File: config.mk
export PLATFORM = sky130hd
export DESIGN_NAME = cpu_fetch_pc_pipeline
export DESIGN_NICKNAME = d
export VERILOG_FILES = /design/src/rtl/cpu_fetch_pkg.sv /design/src/rtl/cpu_fetch_pc_pipeline.sv /design/src/rtl/cpu_phase_gen.sv
export VERILOG_INCLUDE_DIRS = /design/src /design/src/rtl
export SDC_FILE = /design/constraint.sdc
export NUM_CORES = 1
export LEC_CHECK = 0
export BUFFER_PORTS_ARGS = -buffer_cell sky130_fd_sc_hd__clkbuf_2
export CAP_MARGIN = 20
export CORE_ASPECT_RATIO = 0.7
export CORE_MARGIN = 2
export CORE_UTILIZATION = 25
export CTS_CLUSTER_SIZE = 40
export DETAILED_ROUTE_END_ITERATION = 16
export GPL_TIMING_DRIVEN = 0
export SLEW_MARGIN = 25
export SYNTH_ARGS = -nofsm -noshare
export SYNTH_HDL_FRONTEND = slang
export SYNTH_SLANG_ARGS = --single-unit
File: constraint.sdc
create_clock -name i_clk -period 5.23 [get_ports i_clk]
set_input_delay 0.523 -clock i_clk [delete_from_list [all_inputs] [get_ports i_clk]]
set_output_delay 0.523 -clock i_clk [all_outputs]
set_load 0.01 [all_outputs]
File: src/rtl/cpu_fetch_map.svh
`ifndef CPU_FETCH_MAP_SVH
`define CPU_FETCH_MAP_SVH

// ****************************************
// program counter
// ****************************************
`define PC_RESET 21'h0_0000
`define PC_STEP 21'h0_0002

// ****************************************
// own special registers in data space
// ****************************************
`define ADDR_PCL 12'hFF9
`define ADDR_LATH 12'hFFA
`define ADDR_LATU 12'hFFB
`define ADDR_BSR 12'hFE0
`define ADDR_PTR0_LO 12'hFE9
`define ADDR_IND0 12'hFEF
`define PTR_STRIDE 12'h008

// ****************************************
// data addressing
// ****************************************
`define ACCESS_SPLIT 8'h80
`define BANK_LOW 4'h0
`define BANK_HIGH 4'hF
`define SECOND_WORD_TAG 4'hF

// ****************************************
// reset values
// ****************************************
`define RST_LATH 8'h00
`define RST_LATU 5'h00
`define RST_BSR 4'h0
`define RST_PTR 12'h000
`define RST_BYTE 8'h00
`define RST_ADDR 12'h000
`define RST_INSTR 16'h0000

`endif

File: src/rtl/cpu_fetch_pkg.sv
package cpu_fetch_pkg;

    // ****************************************
    // phases of one instruction cycle
    // ****************************************
    typedef enum logic [1:0]
    {
        PH_ONE = 2'b00,
        PH_TWO = 2'b01,
        PH_THREE = 2'b10,
        PH_FOUR = 2'b11
    } phase_t;

    // ****************************************
    // counter changes, skip and pointer load asked by the executing instruction
    // ****************************************
    typedef enum logic [2:0]
    {
        OP_NONE = 3'b000,
        OP_ABS_JUMP = 3'b001,
        OP_REL_BRANCH = 3'b010,
        OP_ADD_PCL = 3'b011,
        OP_SKIP = 3'b100,
        OP_LOAD_PTR = 3'b101
    } pc_op_t;

    typedef struct packed {
        pc_op_t op;
        logic [19:0] abs_word;
        logic [10:0] rel_ofs;
        logic [7:0] working_register;
        logic two_word;
        logic [1:0] ptr_sel;
        logic [11:0] ptr_val;
        logic dm_rd;
        logic dm_wr;
        logic dm_acc;
        logic [7:0] dm_file;
        logic [7:0] dm_wdata;
    } exec_ctl_t;

    typedef struct packed {
        logic [11:0] addr;
        logic rd;
        logic wr;
        logic [7:0] wdata;
    } dm_req_t;

endpackage : cpu_fetch_pkg

File: src/rtl/cpu_fetch_pc_pipeline.sv
`timescale 1ns/1ps

// How it works
// - 21-bit counter, low byte readable and writable
// - middle byte only loaded through high latch
// - upper byte only loaded through upper latch
// - bit zero fixed, sequential step two
// - jumps and branches load counter directly
// - low byte write pulls in both latches
// - low byte read refreshes both latches
// - input clock divided into four phases
// - advance in phase one, latch in four
// - fetch overlaps execute, one per cycle
// - counter change flushes next fetched word
// - operand read phase two, write four
// - absolute word address into bits 20:1
// - relative offset counts two-byte words
// - second word tagged, twelve data bits used
// - orphan second word runs as no-op
// - add to low byte keeps latches
// - data addresses are twelve bits
// - bank select low nibble picks bank
// - unimplemented data reads return zero
// - pointers hold full twelve-bit address
// - access region ignores bank select
// - fetch starts at zero after reset

`include "cpu_fetch_map.svh"

module cpu_fetch_pc_pipeline
    import cpu_fetch_pkg::*;
#(
    parameter int PC_W = 21,
    parameter int DA_W = 12,
    parameter int NUM_PTR = 3
)(
    // clock, reset, enable
    input wire logic i_clk,
    input wire logic i_sys_rst,
    input wire logic i_clk_en,
    // program memory
    output logic [PC_W-1:0] o_prog_addr,
    input wire logic [15:0] i_prog_data,
    // decoded control for the word in execute
    input wire exec_ctl_t i_ctl,
    // instruction to the decoder
    output logic [15:0] o_instr,
    output logic o_instr_valid,
    output logic [11:0] o_second_data,
    output logic o_second_valid,
    output phase_t o_phase,
    // data memory
    output dm_req_t o_dm,
    input wire logic [7:0] i_dm_rdata,
    input wire logic i_dm_impl,
    output logic [7:0] o_operand
);

    // ****************************************
    // elaboration checks
    // ****************************************
    generate
        if (PC_W != 21 || DA_W != 12 || NUM_PTR < 1 || NUM_PTR > 3)
        begin : g_bad_param
            $error("cpu_fetch_pc_pipeline: unsupported parameter values");
        end
    endgenerate

    // ****************************************
    // state
    // ****************************************
    logic [20:0] pc_r;
    logic [20:0] fetch_r;
    logic [15:0] ir_r;
    logic ir_valid_r;
    logic pair_r;
    logic [7:0] lath_r;
    logic [4:0] latu_r;
    logic [3:0] bsr_r;
    logic [11:0] dm_addr_r;
    logic dm_rd_r;
    logic dm_wr_r;
    logic [7:0] wdata_r;
    logic [7:0] operand_r;
    logic [11:0] ptr_r [NUM_PTR];
    phase_t phase;

    // ****************************************
    // phase generator
    // ****************************************
    // four phases per cycle
    cpu_phase_gen u_phase
    (
        .i_clk(i_clk),
        .i_sys_rst(i_sys_rst),
        .i_clk_en(i_clk_en),
        .o_phase(phase)
    );

    wire ph1 = i_clk_en & (phase == PH_ONE);
    wire ph2 = i_clk_en & (phase == PH_TWO);
    wire ph3 = i_clk_en & (phase == PH_THREE);
    wire ph4 = i_clk_en & (phase == PH_FOUR);

    // ****************************************
    // execute qualification
    // ****************************************
    // orphan second word is a no-op
    wire orphan = (ir_r[15:12] == `SECOND_WORD_TAG) & ~pair_r;
    wire exec_ok = ir_valid_r & ~orphan;
    wire pc_op_t op_v = exec_ok ? i_ctl.op : OP_NONE;

    // ****************************************
    // direct and indirect data address
    // ****************************************
    // access region, bank 0 low or bank 15 high
    wire [3:0] acc_bank = (i_ctl.dm_file < `ACCESS_SPLIT) ? `BANK_LOW : `BANK_HIGH;
    // bank from low nibble of bank select
    wire [3:0] use_bank = i_ctl.dm_acc ? acc_bank : bsr_r;
    wire [11:0] dir_addr = {use_bank, i_ctl.dm_file};

    wire [11:0] eff_chain [NUM_PTR+1];
    wire own_chain [NUM_PTR+1];
    wire [7:0] own_val_chain [NUM_PTR+1];
    wire [NUM_PTR-1:0] ptr_lo_wr;
    wire [NUM_PTR-1:0] ptr_hi_wr;

    wire own_fixed = (dm_addr_r == `ADDR_PCL) | (dm_addr_r == `ADDR_LATH) |
                     (dm_addr_r == `ADDR_LATU) | (dm_addr_r == `ADDR_BSR);
    wire [7:0] own_fixed_val = (dm_addr_r == `ADDR_PCL) ? fetch_r[7:0] :
                               (dm_addr_r == `ADDR_LATH) ? lath_r :
                               (dm_addr_r == `ADDR_LATU) ? {3'b000, latu_r} :
                               (dm_addr_r == `ADDR_BSR) ? {4'h0, bsr_r} : `RST_BYTE;

    assign eff_chain[0] = dir_addr;
    assign own_chain[0] = own_fixed;
    assign own_val_chain[0] = own_fixed_val;

    // ****************************************
    // indirect pointers
    // ****************************************
    genvar n;
    generate
        for (n = 0; n < NUM_PTR; n++)
        begin : g_ptr
            localparam logic [11:0] LO_A = `ADDR_PTR0_LO - (`PTR_STRIDE * 12'(n));
            localparam logic [11:0] HI_A = LO_A + 12'h001;
            localparam logic [11:0] IND_A = `ADDR_IND0 - (`PTR_STRIDE * 12'(n));
            wire lo_hit = (dm_addr_r == LO_A);
            wire hi_hit = (dm_addr_r == HI_A);
            wire load_me = (op_v == OP_LOAD_PTR) & (i_ctl.ptr_sel == 2'(n));

            assign eff_chain[n+1] = (dir_addr == IND_A) ? ptr_r[n] : eff_chain[n];
            assign own_chain[n+1] = own_chain[n] | lo_hit | hi_hit;
            assign own_val_chain[n+1] = lo_hit ? ptr_r[n][7:0] :
                                        hi_hit ? {4'h0, ptr_r[n][11:8]} : own_val_chain[n];
            assign ptr_lo_wr[n] = dm_wr_r & lo_hit;
            assign ptr_hi_wr[n] = dm_wr_r & hi_hit;

            always_ff @(posedge i_clk or posedge i_sys_rst)
            begin
                if (i_sys_rst)
                    ptr_r[n] <= `RST_PTR;
                else if (ph4 && load_me)
                    ptr_r[n] <= i_ctl.ptr_val;
                else if (ph4 && ptr_lo_wr[n])
                    ptr_r[n] <= {ptr_r[n][11:8], wdata_r};
                else if (ph4 && ptr_hi_wr[n])
                    ptr_r[n] <= {wdata_r[3:0], ptr_r[n][7:0]};
            end
        end
    endgenerate

    wire own_hit = own_chain[NUM_PTR];
    wire [7:0] own_val = own_val_chain[NUM_PTR];

    // ****************************************
    // counter targets
    // ****************************************
    // word address into bits 20:1
    wire [20:0] abs_tgt = {i_ctl.abs_word, 1'b0};
    wire [20:0] rel_tgt = fetch_r + {{9{i_ctl.rel_ofs[10]}}, i_ctl.rel_ofs, 1'b0};
    wire [20:0] add_sum = fetch_r + {13'h0000, i_ctl.working_register};
    wire [20:0] add_tgt = {add_sum[20:1], 1'b0};
    // low byte write takes both latches
    wire pcl_wr = dm_wr_r & (dm_addr_r == `ADDR_PCL);
    wire [20:0] pcl_tgt = {latu_r, lath_r, wdata_r[7:1], 1'b0};

    wire pc_load = (op_v == OP_ABS_JUMP) | (op_v == OP_REL_BRANCH) |
                   (op_v == OP_ADD_PCL) | pcl_wr;
    wire [20:0] pc_tgt = (op_v == OP_ABS_JUMP) ? abs_tgt :
                         (op_v == OP_REL_BRANCH) ? rel_tgt :
                         (op_v == OP_ADD_PCL) ? add_tgt : pcl_tgt;

    // ****************************************
    // program counter and fetch address
    // ****************************************
    // 21-bit counter
    always_ff @(posedge i_clk or posedge i_sys_rst)
    begin
        if (i_sys_rst)
            pc_r <= `PC_RESET;
        else if (ph1)
            pc_r <= pc_r + `PC_STEP;
        else if (ph4 && pc_load)
            pc_r <= {pc_tgt[20:1], 1'b0};
    end

    always_ff @(posedge i_clk or posedge i_sys_rst)
    begin
        if (i_sys_rst)
            fetch_r <= `PC_RESET;
        else if (ph1)
            fetch_r <= pc_r;
    end

    // ****************************************
    // instruction register and flush
    // ****************************************
    // fetch of next overlaps execute
    always_ff @(posedge i_clk or posedge i_sys_rst)
    begin
        if (i_sys_rst)
            ir_r <= `RST_INSTR;
        else if (ph4)
            ir_r <= i_prog_data;
    end

    always_ff @(posedge i_clk or posedge i_sys_rst)
    begin
        if (i_sys_rst)
        begin
            ir_valid_r <= 1'b0;
            pair_r <= 1'b0;
        end
        else if (ph4)
        begin
            ir_valid_r <= ~(pc_load | (op_v == OP_SKIP));
            // first word arms use of second
            pair_r <= exec_ok & i_ctl.two_word & ~pc_load;
        end
    end

    // ****************************************
    // holding latches and bank select
    // ****************************************
    // cleared at reset
    always_ff @(posedge i_clk or posedge i_sys_rst)
    begin
        if (i_sys_rst)
        begin
            lath_r <= `RST_LATH;
            latu_r <= `RST_LATU;
        end
        else if (ph2 && dm_rd_r && dm_addr_r == `ADDR_PCL)
        begin
            lath_r <= fetch_r[15:8];
            latu_r <= fetch_r[20:16];
        end
        // middle byte reached via latch only
        else if (ph4 && dm_wr_r && dm_addr_r == `ADDR_LATH)
            lath_r <= wdata_r;
        // upper byte reached via latch only
        else if (ph4 && dm_wr_r && dm_addr_r == `ADDR_LATU)
            latu_r <= wdata_r[4:0];
    end

    always_ff @(posedge i_clk or posedge i_sys_rst)
    begin
        if (i_sys_rst)
            bsr_r <= `RST_BSR;
        else if (ph4 && dm_wr_r && dm_addr_r == `ADDR_BSR)
            bsr_r <= wdata_r[3:0];
    end

    // ****************************************
    // data memory access
    // ****************************************
    always_ff @(posedge i_clk or posedge i_sys_rst)
    begin
        if (i_sys_rst)
        begin
            dm_addr_r <= `RST_ADDR;
            dm_rd_r <= 1'b0;
            dm_wr_r <= 1'b0;
        end
        else if (ph1)
        begin
            dm_addr_r <= eff_chain[NUM_PTR];
            dm_rd_r <= exec_ok & i_ctl.dm_rd;
            dm_wr_r <= exec_ok & i_ctl.dm_wr;
        end
    end

    always_ff @(posedge i_clk or posedge i_sys_rst)
    begin
        if (i_sys_rst)
            operand_r <= `RST_BYTE;
        else if (ph2 && dm_rd_r)
            operand_r <= own_hit ? own_val : (i_dm_impl ? i_dm_rdata : `RST_BYTE);
    end

    always_ff @(posedge i_clk or posedge i_sys_rst)
    begin
        if (i_sys_rst)
            wdata_r <= `RST_BYTE;
        else if (ph3)
            wdata_r <= i_ctl.dm_wdata;
    end

    // ****************************************
    // outputs
    // ****************************************
    assign o_prog_addr = fetch_r;
    assign o_instr = ir_r;
    assign o_instr_valid = exec_ok;
    // twelve data bits of second word
    assign o_second_data = ir_r[11:0];
    assign o_second_valid = ir_valid_r & pair_r;
    assign o_phase = phase;
    assign o_operand = operand_r;

    // read strobe phase two, write phase four
    assign o_dm.addr = dm_addr_r;
    assign o_dm.rd = (phase == PH_TWO) & dm_rd_r & ~own_hit;
    assign o_dm.wr = (phase == PH_FOUR) & dm_wr_r & ~own_hit;
    assign o_dm.wdata = wdata_r;

endmodule : cpu_fetch_pc_pipeline

File: src/rtl/cpu_phase_gen.sv
`timescale 1ns/1ps

module cpu_phase_gen
    import cpu_fetch_pkg::*;
(
    // clock and reset
    input wire logic i_clk,
    input wire logic i_sys_rst,
    input wire logic i_clk_en,
    // phase
    output phase_t o_phase
);

    phase_t ph_r;
    phase_t ph_nxt;

    // ****************************************
    // divide by four
    // ****************************************
    always_comb
    begin
        unique case (ph_r)
            PH_ONE: ph_nxt = PH_TWO;
            PH_TWO: ph_nxt = PH_THREE;
            PH_THREE: ph_nxt = PH_FOUR;
            PH_FOUR: ph_nxt = PH_ONE;
        endcase
    end

    always_ff @(posedge i_clk or posedge i_sys_rst)
    begin
        if (i_sys_rst)
            ph_r <= PH_ONE;
        else if (i_clk_en)
            ph_r <= ph_nxt;
    end

    assign o_phase = ph_r;

endmodule : cpu_phase_gen

**Yosys cells after proc, flatten, opt, wreduce, memory -nomap -nowiden**

Index checks and enable logic that the tools add are counted.

- Divide/modulo/power cells: 0
- Multiply operators: 0
- Order comparisons: 1
- Equal/unequal tests: 28
- $add $sub $neg: 3
- Reductions and logical operators: 31
- Shift-type cells: 0
- Bitwise gates (word level): 43
- Multiplexer cells: 38

Operators with widths:

| operator | number |
|---|---|
| 12-bit == test (second input constant) | 13 |
| 12-bit two-way mux | 12 |
| 21-bit two-way mux | 5 |
| 8-bit two-way mux | 12 |
| 1-bit bitwise AND | 25 |
| 21-bit by 2-bit adder with 21-bit output (second input constant) | 1 |
| 21-bit adder | 1 |
| 21-bit by 8-bit adder with 21-bit output | 1 |
| 5-bit two-way mux | 4 |
| 2-bit nonzero test | 9 |
| 1-bit logical AND | 16 |
| 1-bit OR | 13 |
| 4-bit two-way mux | 3 |
| 8-bit less-than comparator (second input constant) | 1 |
| 2-bit != test (second input constant) | 4 |
| 2-bit case mux with 4 select lines | 1 |
| 2-bit AND reduction | 4 |
| 2-bit == test (second input constant) | 3 |
| 3-bit by 2-bit == test with 1-bit output (second input constant) | 2 |
| 3-bit == test (second input constant) | 2 |
| 1-bit NOT | 5 |
| 2-bit by 1-bit == test with 1-bit output (second input constant) | 2 |
| 4-bit == test (second input constant) | 1 |
| 2-bit logical NOT | 2 |
| other kinds (2) | 2 |

- ROM bits: 0
- Logic and storage cells: 164
- Bits in registers: 145
- Bits in writable memories: 0
- Output and inout bits: 83
- Memories kept: 0
- Bits of input ports: 104
- Latch bits: 0

**Logic depth before layout (Yosys ltp)**

- Depth in word-level cells: 12
- Depth in mapped cells: 12
- Mapped depth without buffers: 12

**Cells and area by module**

Synthesis repeated with hierarchy kept, for this count alone.

- Cell total of the unflattened synthesis: 1122
- Area total of the unflattened synthesis: 9580.4 µm²

By module, submodules not included:

| module | instances | cells each | sequential area each (µm²) | area each (µm²) |
|---|---|---|---|---|
| cpu_fetch_pc_pipeline | 1 | 1111 | 3528.4 | 9475.3 |
| cpu_phase_gen | 1 | 11 | 50.0 | 105.1 |

**Worst setup path after synthesis**

Ideal clock, no wire load.

- Kind: reg2reg
- Start: reg fetch_r[1], in the netlist o_prog_addr[1]
- End: reg pc_r[19]
- Path slack: 2608 ps
- Arrival time: 2546 ps
- Setup time: 76 ps
- Clock period less this slack: 2622 ps
- Cell stages (with the launch flop): 13
- Path buffers: 0
- Path through: dfrtp_1 ha_1 inv_1 fa_1 nor2b_4 o31a_2 o21bai_2 a211oi_2 o311ai_2 a21boi_2 o21ai_1 mux2_1 o21ai_1

- Cells in the longest elaborated chain, start to end: 6

Ends and longest elaborated chain:

| element | line | source |
|---|---|---|
| start, declared | cpu_fetch_pc_pipeline.sv:73 | `logic [20:0] fetch_r;` |
| start signal, assigned | cpu_fetch_pc_pipeline.sv:212 | `` fetch_r <= `PC_RESET; `` |
| start signal, assigned | cpu_fetch_pc_pipeline.sv:214 | `fetch_r <= pc_r;` |
| 21-bit by 8-bit adder with 21-bit output | cpu_fetch_pc_pipeline.sv:183 | `wire [20:0] add_sum = fetch_r + {13'h0000, i_ctl.working_register};` |
| 21-bit two-way mux | cpu_fetch_pc_pipeline.sv:193 | `(op_v == OP_ADD_PCL) ? add_tgt : pcl_tgt;` |
| 21-bit two-way mux (*) | cpu_fetch_pc_pipeline.sv:192 | `(op_v == OP_REL_BRANCH) ? rel_tgt :` |
| 21-bit two-way mux (*) | cpu_fetch_pc_pipeline.sv:191 | `wire [20:0] pc_tgt = (op_v == OP_ABS_JUMP) ? abs_tgt :` |
| 21-bit two-way mux (*) | cpu_fetch_pc_pipeline.sv:205 | `else if (ph4 && pc_load)` |
| 21-bit two-way mux (*) | cpu_fetch_pc_pipeline.sv:203 | `else if (ph1)` |
| end signal, assigned | cpu_fetch_pc_pipeline.sv:202 | `` pc_r <= `PC_RESET; `` |
| end signal, assigned | cpu_fetch_pc_pipeline.sv:204 | `` pc_r <= pc_r + `PC_STEP; `` |
| end signal, assigned | cpu_fetch_pc_pipeline.sv:206 | `pc_r <= {pc_tgt[20:1], 1'b0};` |
| end, declared | cpu_fetch_pc_pipeline.sv:72 | `logic [20:0] pc_r;` |

Every way passes the cells marked *; elsewhere a longest branch is shown, timed or not. The select of a mux whose other input is x is not followed.
A chain may end at the register's enable or synchronous reset.

==> metrics.yaml <==
status: "finished, final reports clean"
grt_pass1_vias: 9106
seqPwrFrac_pct: 34.7
dr_total_vias: 9669
power_leakage_uw: 0.00526
ys.flop_type: "dfrtp_1"
ctsResizeCount: 0
core_area_mm2: 0.0375
netlist.area_leader.share_pct: 37.3
start_util_pct: 25.6
fin_cells: 1794
drt_iter0_markers: 1162
dieArea_mm2: 0.0399
cts.clk_slew.worst_paths_ns: 0.07
max_freq_mhz: 313
final_max_slew_viol_count: 0
drive_gt1_share_pct: 24.4
hpwl_mm: 31.2
period_share_pct: 61.1
fin_area_mm2: 0.0117
synth-seq-area-share_pct: 37.3
grt_max_degree: 75
synth_most_common_cell: "nand2_1"
crit_type: "reg -> out"
cts_made_buffers: 17
detail-route-antenna-nets: 0
endpoint_kind: "output port"
synth_enable_flop_cells: 0
wl_mm: 39.8
synth_seq_cells: 143
syn_avg_cell_area_um2: 8.80
netSwitchingFraction_pct: 44.7
portBuffers: 182
post-cts-setup-buffers: 0
syn_to_final_growth_pct: 22.6
drv_cap: 0
yosys_warnings: 0
grt_setup_unrepaired: "false"
p_int_uw: 3250
antenna_found_initial: 3
post-route-min-period_ns: 3.20
drc: 0
cts_buffer_depth: 2
rows: 59
gp_congestion: 0.953
grt_overflow: 0
setup_viol: 0
hp-class: "in -> async"
placed_cells: 1761
holdBufCountCts: 0
placed_area_mm2: 0.0111
syn_area_mm2: 0.00958
cp.arrival_ns: 2.67
synthTopCellsByArea: "dfrtp_1 (37%), nand2_1 (7.7%), o21ai_0 (5.4%)"
avgRoutedWirePerCell_um: 22.2
comb_power_share_pct: 43.6
syn_inst: 1089
p_clk_share_pct: 21.7
die-height_um: 168
insertion_delay_ns: 0.44
io_pins: 187
dr.pass1.iters: 5
relSlewSlack_pct: 41.7
ir_worst_vdd_uv: 212
crit_path_start_kind: "flip-flop"
synth_top_area_cell: "dfrtp_1"
path_max_fanout: 7
cts_sinks: 143
grt_use_total_pct: 19.6
die_w_um: 238
num-nets-final: 1430
htree_levels: 4
tightest_slew_ns: 0.872
power.switching_uw: 2630
fin_skew_ns: 0.0182
required_ns: 4.71
p_per_area_mw_per_mm2: 500
cts_root_buf: "clkbuf_16"
via_per_inst: 5.39
whs_ns: 0.155
async_flop_share_pct: 100
hold_violations: 0
cts_tree: "built"
grt_pass1_wl_mm: 58.6
ys_types: 90
synthTopCellsByCount: "nand2_1 (197), dfrtp_1 (143), o21ai_0 (103)"
-- worst max-delay path, cell delays in order, from the launching register on --
cell and delay, ns:
dfrtp_1 0.52, and4_1 0.36, and3_1 0.23, and2_1 0.17, o21ai_2 0.24, nand2_1 0.28, nor2_1 0.25, clkbuf_2 0.18
-- cells by family after synthesis --
| logic type | count (synthesis) | share of synthesized area, % |
|---|---|---|
| buf+inv | 85 | 4.17 |
| simple gates | 410 | 20.9 |
| fa+ha+maj | 34 | 4.60 |
| other cells | 1 | 0.0391 |
| compound gates | 305 | 21.3 |
| xor+xnor | 28 | 2.56 |
| flops | 143 | 37.3 |
| mux | 83 | 9.13 |
-- registers in the layout (all words and copies together), names as in the netlist, 8 cells and up --
| signal | count |
|---|---|
| o_instr | 16 |
| lath_r | 8 |
| ptr_r | 36 |
| o_prog_addr | 20 |
| wdata_r | 8 |
| pc_r | 20 |
| dm_addr_r | 12 |
| o_operand | 8 |
-- worst paths after layout --
kind	start	to	slack, ns	cells after the start
max	dm_addr_r[7]$_DFFE_PP0P_	o_dm[8]	2.03	7
min	i_sys_rst	o_operand[0]$_DFFE_PP0P_	0.16	2
max reg2reg	o_prog_addr[1]$_DFFE_PP0P_	pc_r[19]$_DFFE_PP0P_	2.15	12
min reg2reg	pc_r[20]$_DFFE_PP0P_	o_prog_addr[20]$_DFFE_PP0P_	0.49	2
max in group asynchronous	i_sys_rst	pc_r[19]$_DFFE_PP0P_	4.29	3
min in group i_clk	i_dm_rdata[0]	o_operand[0]$_DFFE_PP0P_	0.31	3
-- per-stage QoR --
stage          setup TNS, ns  setup WS [ns]  power [uW]  utilization (%)
2_1_floorplan              0          0.869        3500                -
3_3_place_gp         -152.91          -1.09        4550             29.6
3_5_place_dp               0           2.18        4590             29.7
6_report                   0           2.03        5880             31.3
4_1_cts                    0           2.04        5880             31.3
5_1_grt                    0           1.91        6260             31.3
-- power by group through the flow --
stage / registers (uW) / logic [uW] / clock network (uW)
2_1_floorplan: 1920 / 1580 / 0
3_3_place_gp: 2040 / 2500 / 0
3_5_place_dp: 2060 / 2530 / 0
4_1_cts: 2040 / 2550 / 1300
5_1_grt: 2090 / 2830 / 1340
6_report: 2040 / 2560 / 1280
-- layout make-up --
cell class                 instances  area, um2
clock inverter                    11        129
antenna                            1       2.50
sequential                       143       3580
multi-input combinational        862       5610
tap                              488        611
fill                            3962      25800
clock buffer                      21        470
buffer                            67        332
inverter                          18       75.1
timing repair buffer             183        938
-- metal layers --
layer / routed length, um / share of wire (%) / vias up / global-route usage, %
li1: - / - / 4386 / -
met1: 18400 / 46 / 4712 / 28.5
met2: 16500 / 42 / 510 / 28.1
met3: 3830 / 9.6 / 57 / 5.56
met4: 961 / 2.4 / 4 / 5.73
met5: 26 / 0.065 / - / 0
-- cells in the final DEF, fill, tap and decap left out, types with 7 or more instances in the layout --
cell         n
o21ai_1      8
xnor2_1     16
a211oi_1     9
ha_1        32
and3_1      17
clkbuf_2   182
o21ai_0    103
a31oi_1     13
mux2i_1     48
dfrtp_1    143
xor2_1      12
o221ai_1    14
a21o_1      12
nor2_1      71
a21oi_1     47
buf_2       13
buf_4       13
clkbuf_16   17
inv_1       17
nand4_1     11
nand3_1     31
clkbuf_1    38
mux2_2      34
nand2_1    197
nand2b_1     7
o211ai_1    11
o22ai_1      7
nor3_1      17
Power figures use the tool's default switching activity.
